$ cat src/rtl/tds_pkg.sv
// Constants and types for the tape drive status and attention block
package tds_pkg;
  // Register byte offsets
  localparam logic [7:0] TDS_A_STATUS   = 8'h00;
  localparam logic [7:0] TDS_A_CMD      = 8'h04;
  localparam logic [7:0] TDS_A_ATTN_SUM = 8'h08;
  localparam logic [7:0] TDS_A_CTRL     = 8'h0C;
  localparam logic [7:0] TDS_A_INT_STAT = 8'h10;
  localparam logic [7:0] TDS_A_INT_MASK = 8'h14;
  // Drive condition word field positions
  localparam int TDS_B_ATA = 15;
  localparam int TDS_B_ERR = 14;
  localparam int TDS_B_PIP = 13;
  localparam int TDS_B_MOL = 12;
  localparam int TDS_B_WRL = 11;
  localparam int TDS_B_EOT = 10;
  localparam int TDS_B_DPR = 8;
  localparam int TDS_B_DRY = 7;
  localparam int TDS_B_SSC = 6;
  // Command register fields
  localparam int TDS_B_GO   = 0;
  localparam int TDS_B_FUNC = 1;
  // Control register: controller clear
  localparam int TDS_B_CCLR = 0;
  // Interrupt status / mask bits
  localparam int TDS_I_ATTN = 0;
  localparam int TDS_I_EXC  = 1;
  localparam int TDS_I_REF  = 2;
  localparam int TDS_I_W    = 3;
  localparam logic [TDS_I_W-1:0] TDS_INT_RST = 3'h0;
  // AXI responses
  localparam logic [1:0] TDS_OKAY   = 2'h0;
  localparam logic [1:0] TDS_SLVERR = 2'h2;
  // Function codes
  typedef enum logic [2:0] {
    TDS_F_NOP    = 3'b000,
    TDS_F_DCLR   = 3'b001,
    TDS_F_REWIND = 3'b010,
    TDS_F_SPFWD  = 3'b011,
    TDS_F_SPREV  = 3'b100,
    TDS_F_WRITE  = 3'b101,
    TDS_F_READ   = 3'b110
  } tds_func_t;
  // Operation state
  typedef enum logic [1:0] {
    TDS_S_IDLE = 2'b00,
    TDS_S_XFER = 2'b01,
    TDS_S_POSN = 2'b10
  } tds_state_t;
  // Transport pins of the selected slave
  typedef struct packed {
    logic online;
    logic write_lock;
    logic eot_marker;
    logic reverse;
    logic rewind_done;
    logic power_fail;
  } tds_slave_t;
endpackage : tds_pkg

$ cat src/rtl/tds_status.sv
// Drive status word, error notification and attention logic
`timescale 1ns/1ps
`default_nettype none
// How it works
// Class B aborts transfer; class A continues
// Any error in transfer raises exception
// Error while idle or rewinding raises attention
// Bit 15 shows an attention condition
// Clears, launched command, summary write clear attention
// Those two clears leave error indicators alone
// Status change, positioning done, END_OF_TAPE completion attend
// Bit 14 is OR of error register and unsafe flag
// Error summary cleared only by clears
// Only drive clear accepted while error summary
// Bit 13 set during space or rewind
// Bit 12 follows online, ignores clears
// Launch while offline: abort, unsafe, attention
// Every online change sets attention
// Bit 11 follows write lock, ignores clears
// Bit 10 set forward, cleared reverse marker
// END_OF_TAPE kept over clears, cleared by rewind
// Rewind done, power fail, online change flag
module tds_status #(
  parameter logic [2:0] UNIT_NUM = 3'h0
) (
  input  wire logic                aclk,
  input  wire logic                aresetn,
  input  wire logic [7:0]          s_axi_awaddr,
  input  wire logic                s_axi_awvalid,
  output logic                     s_axi_awready,
  input  wire logic [31:0]         s_axi_wdata,
  input  wire logic [3:0]          s_axi_wstrb,
  input  wire logic                s_axi_wvalid,
  output logic                     s_axi_wready,
  output logic [1:0]               s_axi_bresp,
  output logic                     s_axi_bvalid,
  input  wire logic                s_axi_bready,
  input  wire logic [7:0]          s_axi_araddr,
  input  wire logic                s_axi_arvalid,
  output logic                     s_axi_arready,
  output logic [31:0]              s_axi_rdata,
  output logic [1:0]               s_axi_rresp,
  output logic                     s_axi_rvalid,
  input  wire logic                s_axi_rready,
  input  wire tds_pkg::tds_slave_t slave_pins,
  input  wire logic                sys_init,
  input  wire logic [15:0]         error_register,
  input  wire logic                class_a_err,
  input  wire logic                class_b_err,
  input  wire logic                op_done,
  output logic                     op_start,
  output tds_pkg::tds_func_t       op_code,
  output logic                     xfer_abort,
  output logic                     drive_clear,
  output logic                     unsafe_flag,
  output logic                     exception_line,
  output logic                     attention_line,
  output logic                     irq
);

  // Pin synchronisers; stage 1 feeds stage 2 only
  tds_pkg::tds_slave_t pin_s1;
  tds_pkg::tds_slave_t pin_s2;
  tds_pkg::tds_slave_t pin_s3;
  logic                init_s1;
  logic                init_s2;

  always_ff @(posedge aclk) begin
    pin_s1  <= slave_pins;
    pin_s2  <= pin_s1;
    pin_s3  <= pin_s2;
    init_s1 <= sys_init;
    init_s2 <= init_s1;
  end

  // State held by the block
  tds_pkg::tds_state_t  st;
  tds_pkg::tds_state_t  next_st;
  tds_pkg::tds_func_t   cur_op;
  logic                 slave_status_change;
  logic                 end_of_tape;
  localparam int TDS_IW = tds_pkg::TDS_I_W;
  logic [TDS_IW-1:0]    int_stat;
  logic [TDS_IW-1:0]    int_mask;

  // AXI write channel holding registers
  logic [7:0]  aw_addr;
  logic        aw_held;
  logic [31:0] w_data;
  logic [3:0]  w_strb;
  logic        w_held;

  wire aw_take = s_axi_awvalid & s_axi_awready;
  wire w_take  = s_axi_wvalid & s_axi_wready;
  wire do_wr   = aw_held & w_held & ~s_axi_bvalid;
  wire b_done  = s_axi_bvalid & s_axi_bready;
  wire lane0   = w_strb[0];
  wire lane1   = w_strb[1];

  // Write decode
  wire wr_cmd  = do_wr & (aw_addr == tds_pkg::TDS_A_CMD);
  wire wr_asum = do_wr & (aw_addr == tds_pkg::TDS_A_ATTN_SUM);
  wire wr_ctrl = do_wr & (aw_addr == tds_pkg::TDS_A_CTRL);
  wire wr_ist  = do_wr & (aw_addr == tds_pkg::TDS_A_INT_STAT);
  wire wr_imsk = do_wr & (aw_addr == tds_pkg::TDS_A_INT_MASK);
  wire wr_stat = do_wr & (aw_addr == tds_pkg::TDS_A_STATUS);
  wire wr_ok   = wr_cmd | wr_asum | wr_ctrl | wr_ist | wr_imsk | wr_stat;

  // Slave events seen on the synchronised pins
  wire medium_online      = pin_s2.online;
  wire write_locked      = pin_s2.write_lock;
  wire mol_chg  = pin_s2.online ^ pin_s3.online;
  wire rw_done  = pin_s2.rewind_done & ~pin_s3.rewind_done;
  wire pf_rise  = pin_s2.power_fail & ~pin_s3.power_fail;
  wire eot_edge = pin_s2.eot_marker & ~pin_s3.eot_marker;
  wire ssc_evt  = rw_done | pf_rise | mol_chg;

  // Command decode; drive clear needs no launch bit test beyond go
  tds_pkg::tds_func_t wr_func;
  assign wr_func = tds_pkg::tds_func_t'(w_data[tds_pkg::TDS_B_FUNC +: 3]);
  wire launch    = wr_cmd & lane0 & w_data[tds_pkg::TDS_B_GO];
  wire is_dclr   = wr_func == tds_pkg::TDS_F_DCLR;
  wire is_xfer   = (wr_func == tds_pkg::TDS_F_WRITE) |
                   (wr_func == tds_pkg::TDS_F_READ);
  wire is_posn   = (wr_func == tds_pkg::TDS_F_REWIND) |
                   (wr_func == tds_pkg::TDS_F_SPFWD) |
                   (wr_func == tds_pkg::TDS_F_SPREV);

  // Error summary is the OR of the error bits
  wire esum      = (|error_register) | unsafe_flag;

  // Clear sources: controller/system clear also implies drive clear
  wire gen_clr   = init_s2 | (wr_ctrl & lane0 & w_data[tds_pkg::TDS_B_CCLR]);
  wire dclr_cmd  = launch & is_dclr;
  wire dclr      = gen_clr | dclr_cmd;

  // Command acceptance; error summary blocks all but drive clear
  wire refused   = launch & ~is_dclr & (esum | (st != tds_pkg::TDS_S_IDLE));
  wire go_ok     = launch & ~is_dclr & ~refused;
  wire offline   = go_ok & ~medium_online & (is_xfer | is_posn);
  wire start     = go_ok & medium_online & (is_xfer | is_posn);

  // Operation end conditions
  wire in_xfer   = st == tds_pkg::TDS_S_XFER;
  wire in_posn   = st == tds_pkg::TDS_S_POSN;
  wire err_evt   = class_a_err | class_b_err;
  wire b_abort   = in_xfer & class_b_err;
  wire op_end    = (in_xfer | in_posn) & op_done;

  // Attention set and clear terms; sets win over clears
  wire attn_set  = (ssc_evt & ~slave_status_change) |
                   (in_posn & op_done) |
                   (op_end & end_of_tape) |
                   mol_chg |
                   offline |
                   (err_evt & ~in_xfer);
  wire asum_hit  = wr_asum & lane0 & w_data[UNIT_NUM];
  wire attn_clr  = dclr | launch | asum_hit;
  wire next_attn = attn_set | (attention_line & ~attn_clr);

  // Exception holds while the transfer stays under way
  wire next_exc  = (in_xfer & err_evt) |
                   (exception_line & in_xfer & ~dclr & ~op_done & ~class_b_err);

  // Next operation state
  always_comb begin
    next_st = st;
    case (st)
      tds_pkg::TDS_S_IDLE: begin
        if (start & is_xfer) begin
          next_st = tds_pkg::TDS_S_XFER;
        end else if (start) begin
          next_st = tds_pkg::TDS_S_POSN;
        end
      end
      tds_pkg::TDS_S_XFER: begin
        if (class_b_err | op_done | dclr) begin
          next_st = tds_pkg::TDS_S_IDLE;
        end
      end
      tds_pkg::TDS_S_POSN: begin
        if (op_done | dclr) begin
          next_st = tds_pkg::TDS_S_IDLE;
        end
      end
      default: begin
        next_st = tds_pkg::TDS_S_IDLE;
      end
    endcase
  end

  // Operation state and the drive-facing strobes
  always_ff @(posedge aclk) begin
    if (!aresetn) begin
      st          <= tds_pkg::TDS_S_IDLE;
      cur_op      <= tds_pkg::TDS_F_NOP;
      op_start    <= 1'b0;
      op_code     <= tds_pkg::TDS_F_NOP;
      xfer_abort  <= 1'b0;
      drive_clear <= 1'b0;
    end else begin
      st          <= next_st;
      op_start    <= start;
      xfer_abort  <= b_abort | offline;
      drive_clear <= dclr;
      if (start) begin
        cur_op  <= wr_func;
        op_code <= wr_func;
      end
    end
  end

  // Attention, exception, unsafe and slave status change
  always_ff @(posedge aclk) begin
    if (!aresetn) begin
      attention_line <= 1'b0;
      exception_line <= 1'b0;
      unsafe_flag    <= 1'b0;
      slave_status_change            <= 1'b0;
    end else begin
      attention_line <= next_attn;
      exception_line <= next_exc;
      unsafe_flag    <= offline | (unsafe_flag & ~dclr);
      slave_status_change            <= ssc_evt | (slave_status_change & ~dclr);
    end
  end

  // END_OF_TAPE survives clears; only reset, a reverse marker or a rewind launch clears it
  always_ff @(posedge aclk) begin
    if (!aresetn) begin
      end_of_tape <= 1'b0;
    end else if (eot_edge & ~pin_s2.reverse) begin
      end_of_tape <= 1'b1;
    end else if ((eot_edge & pin_s2.reverse) |
                 (start & (wr_func == tds_pkg::TDS_F_REWIND))) begin
      end_of_tape <= 1'b0;
    end
  end

  // Drive condition word
  logic [15:0] dcw;
  always_comb begin
    dcw                    = 16'h0000;
    dcw[tds_pkg::TDS_B_ATA] = attention_line;
    dcw[tds_pkg::TDS_B_ERR] = esum;
    dcw[tds_pkg::TDS_B_PIP] = in_posn;
    dcw[tds_pkg::TDS_B_MOL] = medium_online;
    dcw[tds_pkg::TDS_B_WRL] = write_locked;
    dcw[tds_pkg::TDS_B_EOT] = end_of_tape;
    dcw[tds_pkg::TDS_B_DPR] = 1'b1;
    dcw[tds_pkg::TDS_B_DRY] = st == tds_pkg::TDS_S_IDLE;
    dcw[tds_pkg::TDS_B_SSC] = slave_status_change;
  end

  // Interrupt events; a new event beats a write-one clear
  logic [TDS_IW-1:0] int_evt;
  assign int_evt[tds_pkg::TDS_I_ATTN] = next_attn & ~attention_line;
  assign int_evt[tds_pkg::TDS_I_EXC]  = next_exc & ~exception_line;
  assign int_evt[tds_pkg::TDS_I_REF]  = refused;
  wire [TDS_IW-1:0] ist_clr = (wr_ist & lane0) ? w_data[TDS_IW-1:0] : '0;

  always_ff @(posedge aclk) begin
    if (!aresetn) begin
      int_stat <= tds_pkg::TDS_INT_RST;
      int_mask <= tds_pkg::TDS_INT_RST;
      irq      <= 1'b0;
    end else begin
      int_stat <= int_evt | (int_stat & ~ist_clr);
      if (wr_imsk & lane0) begin
        int_mask <= w_data[TDS_IW-1:0];
      end
      irq <= |(int_stat & int_mask);
    end
  end

  // AXI write: address and data taken in either order
  always_ff @(posedge aclk) begin
    if (!aresetn) begin
      s_axi_awready <= 1'b1;
      s_axi_wready  <= 1'b1;
      s_axi_bvalid  <= 1'b0;
      s_axi_bresp   <= tds_pkg::TDS_OKAY;
      aw_held       <= 1'b0;
      w_held        <= 1'b0;
      aw_addr       <= 8'h00;
      w_data        <= 32'h0000_0000;
      w_strb        <= 4'h0;
    end else begin
      if (aw_take) begin
        aw_addr       <= s_axi_awaddr;
        aw_held       <= 1'b1;
        s_axi_awready <= 1'b0;
      end
      if (w_take) begin
        w_data       <= s_axi_wdata;
        w_strb       <= s_axi_wstrb;
        w_held       <= 1'b1;
        s_axi_wready <= 1'b0;
      end
      if (do_wr) begin
        s_axi_bvalid <= 1'b1;
        s_axi_bresp  <= wr_ok ? tds_pkg::TDS_OKAY : tds_pkg::TDS_SLVERR;
      end
      if (b_done) begin
        s_axi_bvalid  <= 1'b0;
        aw_held       <= 1'b0;
        w_held        <= 1'b0;
        s_axi_awready <= 1'b1;
        s_axi_wready  <= 1'b1;
      end
    end
  end

  // AXI read decode; unmapped reads answer zero with an error
  wire [7:0] ra = s_axi_araddr;
  wire rd_ok = (ra == tds_pkg::TDS_A_STATUS) | (ra == tds_pkg::TDS_A_CMD) |
               (ra == tds_pkg::TDS_A_ATTN_SUM) | (ra == tds_pkg::TDS_A_CTRL) |
               (ra == tds_pkg::TDS_A_INT_STAT) | (ra == tds_pkg::TDS_A_INT_MASK);
  wire [31:0] rd_mux =
    (ra == tds_pkg::TDS_A_STATUS)   ? {16'h0000, dcw} :
    (ra == tds_pkg::TDS_A_CMD)      ? {28'h0000000, cur_op, 1'b0} :
    (ra == tds_pkg::TDS_A_ATTN_SUM) ? {31'h00000000, attention_line} << UNIT_NUM :
    (ra == tds_pkg::TDS_A_INT_STAT) ? {29'h00000000, int_stat} :
    (ra == tds_pkg::TDS_A_INT_MASK) ? {29'h00000000, int_mask} :
    32'h0000_0000;

  // Read answer one cycle after the address is taken
  always_ff @(posedge aclk) begin
    if (!aresetn) begin
      s_axi_arready <= 1'b1;
      s_axi_rvalid  <= 1'b0;
      s_axi_rdata   <= 32'h0000_0000;
      s_axi_rresp   <= tds_pkg::TDS_OKAY;
    end else if (s_axi_arvalid & s_axi_arready) begin
      s_axi_arready <= 1'b0;
      s_axi_rvalid  <= 1'b1;
      s_axi_rdata   <= rd_mux;
      s_axi_rresp   <= rd_ok ? tds_pkg::TDS_OKAY : tds_pkg::TDS_SLVERR;
    end else if (s_axi_rvalid & s_axi_rready) begin
      s_axi_rvalid  <= 1'b0;
      s_axi_arready <= 1'b1;
    end
  end

  // Checks on the drive's own behaviour
  class_b_abort_a: assert property (@(posedge aclk) disable iff (!aresetn)
    in_xfer && class_b_err |=> xfer_abort && st == tds_pkg::TDS_S_IDLE)
    else $error("class B error did not abort transfer");

  class_a_cont_a: assert property (@(posedge aclk) disable iff (!aresetn)
    in_xfer && class_a_err && !class_b_err && !op_done && !dclr |=> in_xfer)
    else $error("class A error ended the transfer");

  exc_on_err_a: assert property (@(posedge aclk) disable iff (!aresetn)
    in_xfer && err_evt |=> exception_line)
    else $error("exception line missing after transfer error");

  idle_err_attn_a: assert property (@(posedge aclk) disable iff (!aresetn)
    !in_xfer && err_evt |=> attention_line && !exception_line)
    else $error("idle error did not raise attention");

  attn_clear_a: assert property (@(posedge aclk) disable iff (!aresetn)
    attn_clr && !attn_set |=> !attention_line)
    else $error("attention not cleared");

  summary_keep_a: assert property (@(posedge aclk) disable iff (!aresetn)
    unsafe_flag && !dclr |=> unsafe_flag)
    else $error("unsafe flag lost without a clear");

  refuse_cmd_a: assert property (@(posedge aclk) disable iff (!aresetn)
    launch && esum && !is_dclr |=> !op_start ##1 !op_start)
    else $error("command accepted while error summary set");

  pip_hold_a: assert property (@(posedge aclk) disable iff (!aresetn)
    op_start && (op_code == tds_pkg::TDS_F_REWIND) |-> in_posn)
    else $error("positioning bit not set for rewind");

  offline_go_a: assert property (@(posedge aclk) disable iff (!aresetn)
    offline |=> unsafe_flag && attention_line && !op_start)
    else $error("offline launch not handled");

  mol_change_a: assert property (@(posedge aclk) disable iff (!aresetn)
    $changed(pin_s2.online) |=> attention_line)
    else $error("online change did not set attention");

  eot_fwd_a: assert property (@(posedge aclk) disable iff (!aresetn)
    eot_edge && !pin_s2.reverse |=> end_of_tape)
    else $error("end of tape not set on forward marker");

endmodule : tds_status
`default_nettype wire

$ cat config.mk
export PLATFORM = sky130hd
export DESIGN_NAME = tds_status
export DESIGN_NICKNAME = d
export VERILOG_FILES = /design/src/rtl/tds_pkg.sv /design/src/rtl/tds_status.sv
export SDC_FILE = /design/constraint.sdc
export NUM_CORES = 1
export LEC_CHECK = 0
export BUFFER_PORTS_ARGS = -buffer_cell sky130_fd_sc_hd__buf_2
export CAP_MARGIN = 0
export CORE_ASPECT_RATIO = 0.5
export CORE_MARGIN = 1
export CORE_UTILIZATION = 39
export CTS_CLUSTER_SIZE = 10
export DETAILED_ROUTE_END_ITERATION = 16
export PLACE_DENSITY = 0.67
export SLEW_MARGIN = 30
export SYNTH_ARGS = -nofsm -noshare
export SYNTH_HDL_FRONTEND = slang
export SYNTH_SLANG_ARGS = --single-unit
$ cat constraint.sdc
create_clock -name aclk -period 1.9 [get_ports aclk]
set_input_delay 0.095 -clock aclk [delete_from_list [all_inputs] [get_ports aclk]]
set_output_delay 0.095 -clock aclk [all_outputs]
set_load 0.03 [all_outputs]
==> summary.md <==
| Metric | Value |
|---|---|
| Share of post-route cells with drive strength above 1 | 29.98% |
| R2R Path End | int_mask[2]$_SDFFE_PN0P_ |
| Layout Nets | 520 |
| Area growth syn-to-layout | 30.97% |
| Worst Setup End Kind | register |
| Antenna violations before repair | 0 |
| GPL Wtd Cong | 0.8607 |
| Violated checks | hold timing |
| Final ANT Viol Nets | 0 |
| Final Hold Viols | 1 |
| R2R cell count | 5 |
| Vias | 2,721 |
| Layout Utilization | 53.69% |
| Post-Syn Instances | 332 |
| Least-Margin Pin Slew | 506.3 ps |
| Width of the chip | 127.0 um |
| Fraction of registers with async set/reset | 0% |
| Total CTS buffers | 9 |
| Fmax | 535.8 MHz |
| CP Class | register to register |
| Final TNS setup | 0 ps |
| IO Port Bufs | 83 |
| Worst skew pair latency | 340 ps |
| VDD IR max | 480.5 uV |
| CP arrival | 2080 ps |
| Clock slew at reported path FFs | 60 ps |
| Max-slew headroom | 65.77% |
| Crit path from | aw_addr[1]$_SDFFE_PN0P_ |
| Mapped Area | 0.003047 sq mm |
| Yosys warning count | 0 |
| Post-synth EDFFs | 0 |
| CP endpoint | int_mask[2]$_SDFFE_PN0P_ |
| DR iter-0 viols | 203 |
| Die height | 64.50 um |
| DRC viols | 0 |
| Die footprint | 0.008191 sq mm |
| Vias per std cell | 5.105 |
| Hold slack final | -5.334 ps |
| Mean Syn Cell Area | 9.177 sq um |
| Final max-slew violation count | 0 |
| DR pass1 iterations | 5 |
| Hold WC Path Type | input pin to register |
| Reg2reg start | aw_addr[1]$_SDFFE_PN0P_ |
| Antenna diodes | 0 |
| Status | complete, but fails checks |
| FILL cells | 719 |
| Clk buf depth | 2 |
| Core ar. | 0.007432 sq mm |
| Clock skew | 5.557 ps |
| R2r setup slk | 30 ps |
| Post-synth cell types | 58 |
| Synth Register Bits | 73 |
| Pin count of the biggest net entering global routing | 29 |
| GRT Util Overall | 18.37% |
| Htree depth | 3 |
| Max capacitance violation total | 0 |
| Post-CTS Setup Inserts | 0 |
| Initial core utilization | 40.99% |
| RSZ-0062 raised after global routing | yes |
| WL/cell | 13.69 um |
| First-pass GRT wire length | 11.44 mm |
| Critical Path Fanout Max | 5 |
| Final min period | 1867 ps |
| Commonest cells after routing, fill and taps aside | buf_2 (83), dfxtp_1 (71), a21oi_1 (31) |
| Crit path launch type | register |
| Top_reg_cell synth | dfxtp_1 |
| WP data required | 2110 ps |
| # setup viols final | 0 |
| Leak pwr | 1.789 nW |
| TritonCTS clock tree | yes |
| Grt total ovfl | 0 |
| Cell Pwr Density | 984.5 mW/mm^2 |
| Fin crit share | 98.24% |
| Clock sink count | 73 |
| Vias in the first global route | 2,340 |
| Row count | 22 |
| Commonest non-fill, non-tap cell in the layout | buf_2 |
| Sequential share of the synthesized area | 47.97% |
| HPWL Detailed | 5.286 mm |
| Post-Route WL | 7.295 mm |
| Clk root buf | clkbuf_16 |
| Top-Level Pins | 136 |
-- cell usage after synthesis (all sizes together), types with 5 or more instances --
cell	instances	area share (%)
nand4	6	1.4
clkbuf	14	1.7
mux2i	6	2.0
a21oi	31	5.1
nand3	24	3.9
inv	14	1.7
a22oi	9	2.2
nand2	27	3.3
buf	21	5.2
o21ai	8	1.3
nor2b	5	1.0
nor2	27	3.3
nor4	8	2.5
dfxtp	73	48
-- registers in the layout, indices dropped and copies added, names as in the netlist, 2 cells and up --
name and cells:
pin_s1 6, pin_s3 4, s_axi_rdata 13, w_data 4
int_mask 3, cur_op 3, st 2, aw_addr 8
pin_s2 4, int_stat 3
-- metrics by stage --
stage	power, mW	std cells	worst slack, ps	area, sq um	hold slack [ps]
2_1_floorplan	1.916	352	129.3	3122	122.7
3_3_place_gp	2.002	510	89.15	3552	198.3
3_5_place_dp	2.007	510	70.73	3552	198.6
4_1_cts	3.955	533	38.07	3973	2.475
5_1_grt	4.069	533	-36.70	3990	5.987
6_report	3.928	533	33.47	3990	-5.334
-- cells by family after synthesis --
kind of cell    after synthesis  share of synthesized area [%]
compound gates               75                          16.02
xor+xnor                      2                         0.5751
fa+ha+maj                     3                          1.232
buf+inv                      49                          8.624
flops                        73                          47.97
mux                           8                          2.710
other cells                   1                         0.1231
simple gates                121                          22.75
-- worst min-delay path by stage --
stage	start	end	slack, ps	cells past startpoint
floorplan	sys_init	init_s1$_DFF_P_	120	0
global placement	slave_pins[0]	pin_s1[0]$_DFF_P_	200	1
detailed placement	slave_pins[4]	pin_s1[4]$_DFF_P_	200	1
CTS	s_axi_awaddr[1]	aw_addr[1]$_SDFFE_PN0P_	2	3
global route	s_axi_awaddr[2]	aw_addr[2]$_SDFFE_PN0P_	6	3
finish	s_axi_awaddr[1]	aw_addr[1]$_SDFFE_PN0P_	-5	3
-- repair_timing --
| action | 4_1_cts | 5_1_grt |
|---|---|---|
| endpoints found under the hold margin | 7 | 0 |
| resized for setup | 1 | 4 |
| hold buffers | 7 | 0 |
| endpoints found under the setup margin | 1 | 8 |
| pin swaps | 0 | 0 |
-- worst max-delay path, stage by stage, from the launching register on --
cell	delay [ps]
dfxtp_2	340
or4_4	550
nor3_4	270
nand4_1	290
mux2i_1	230
nor2_1	50
-- per-layer routing --
metal | vias to the layer above | GRT usage [%] | wire, um
li1 | 1356 | - | -
met1 | 1256 | 24.18 | 3486
met2 | 99 | 28.30 | 3194
met3 | 10 | 5.863 | 523
met4 | 0 | 6.696 | 91
met5 | - | 0 | 0
-- area by class of cell --
class                   count  area (sq um)  area share (%)
repair buffers            104         590.6           14.80
well taps                  96         120.1           3.010
multi-input cells         230          1419           35.56
inverters                  14         52.55           1.317
clock inverters             6         105.1           2.634
clock buffers              10         239.0           5.989
flip-flops and latches     73          1464           36.69
-- where the power goes --
part	switching [mW]	leakage, nW	internal [mW]
Clock	0.626	0.172	1.31
Sequential	0.0584	0.601	1.59
Combinational	0.216	1.02	0.127
No activity file was read; power rests on OpenSTA's default activity.
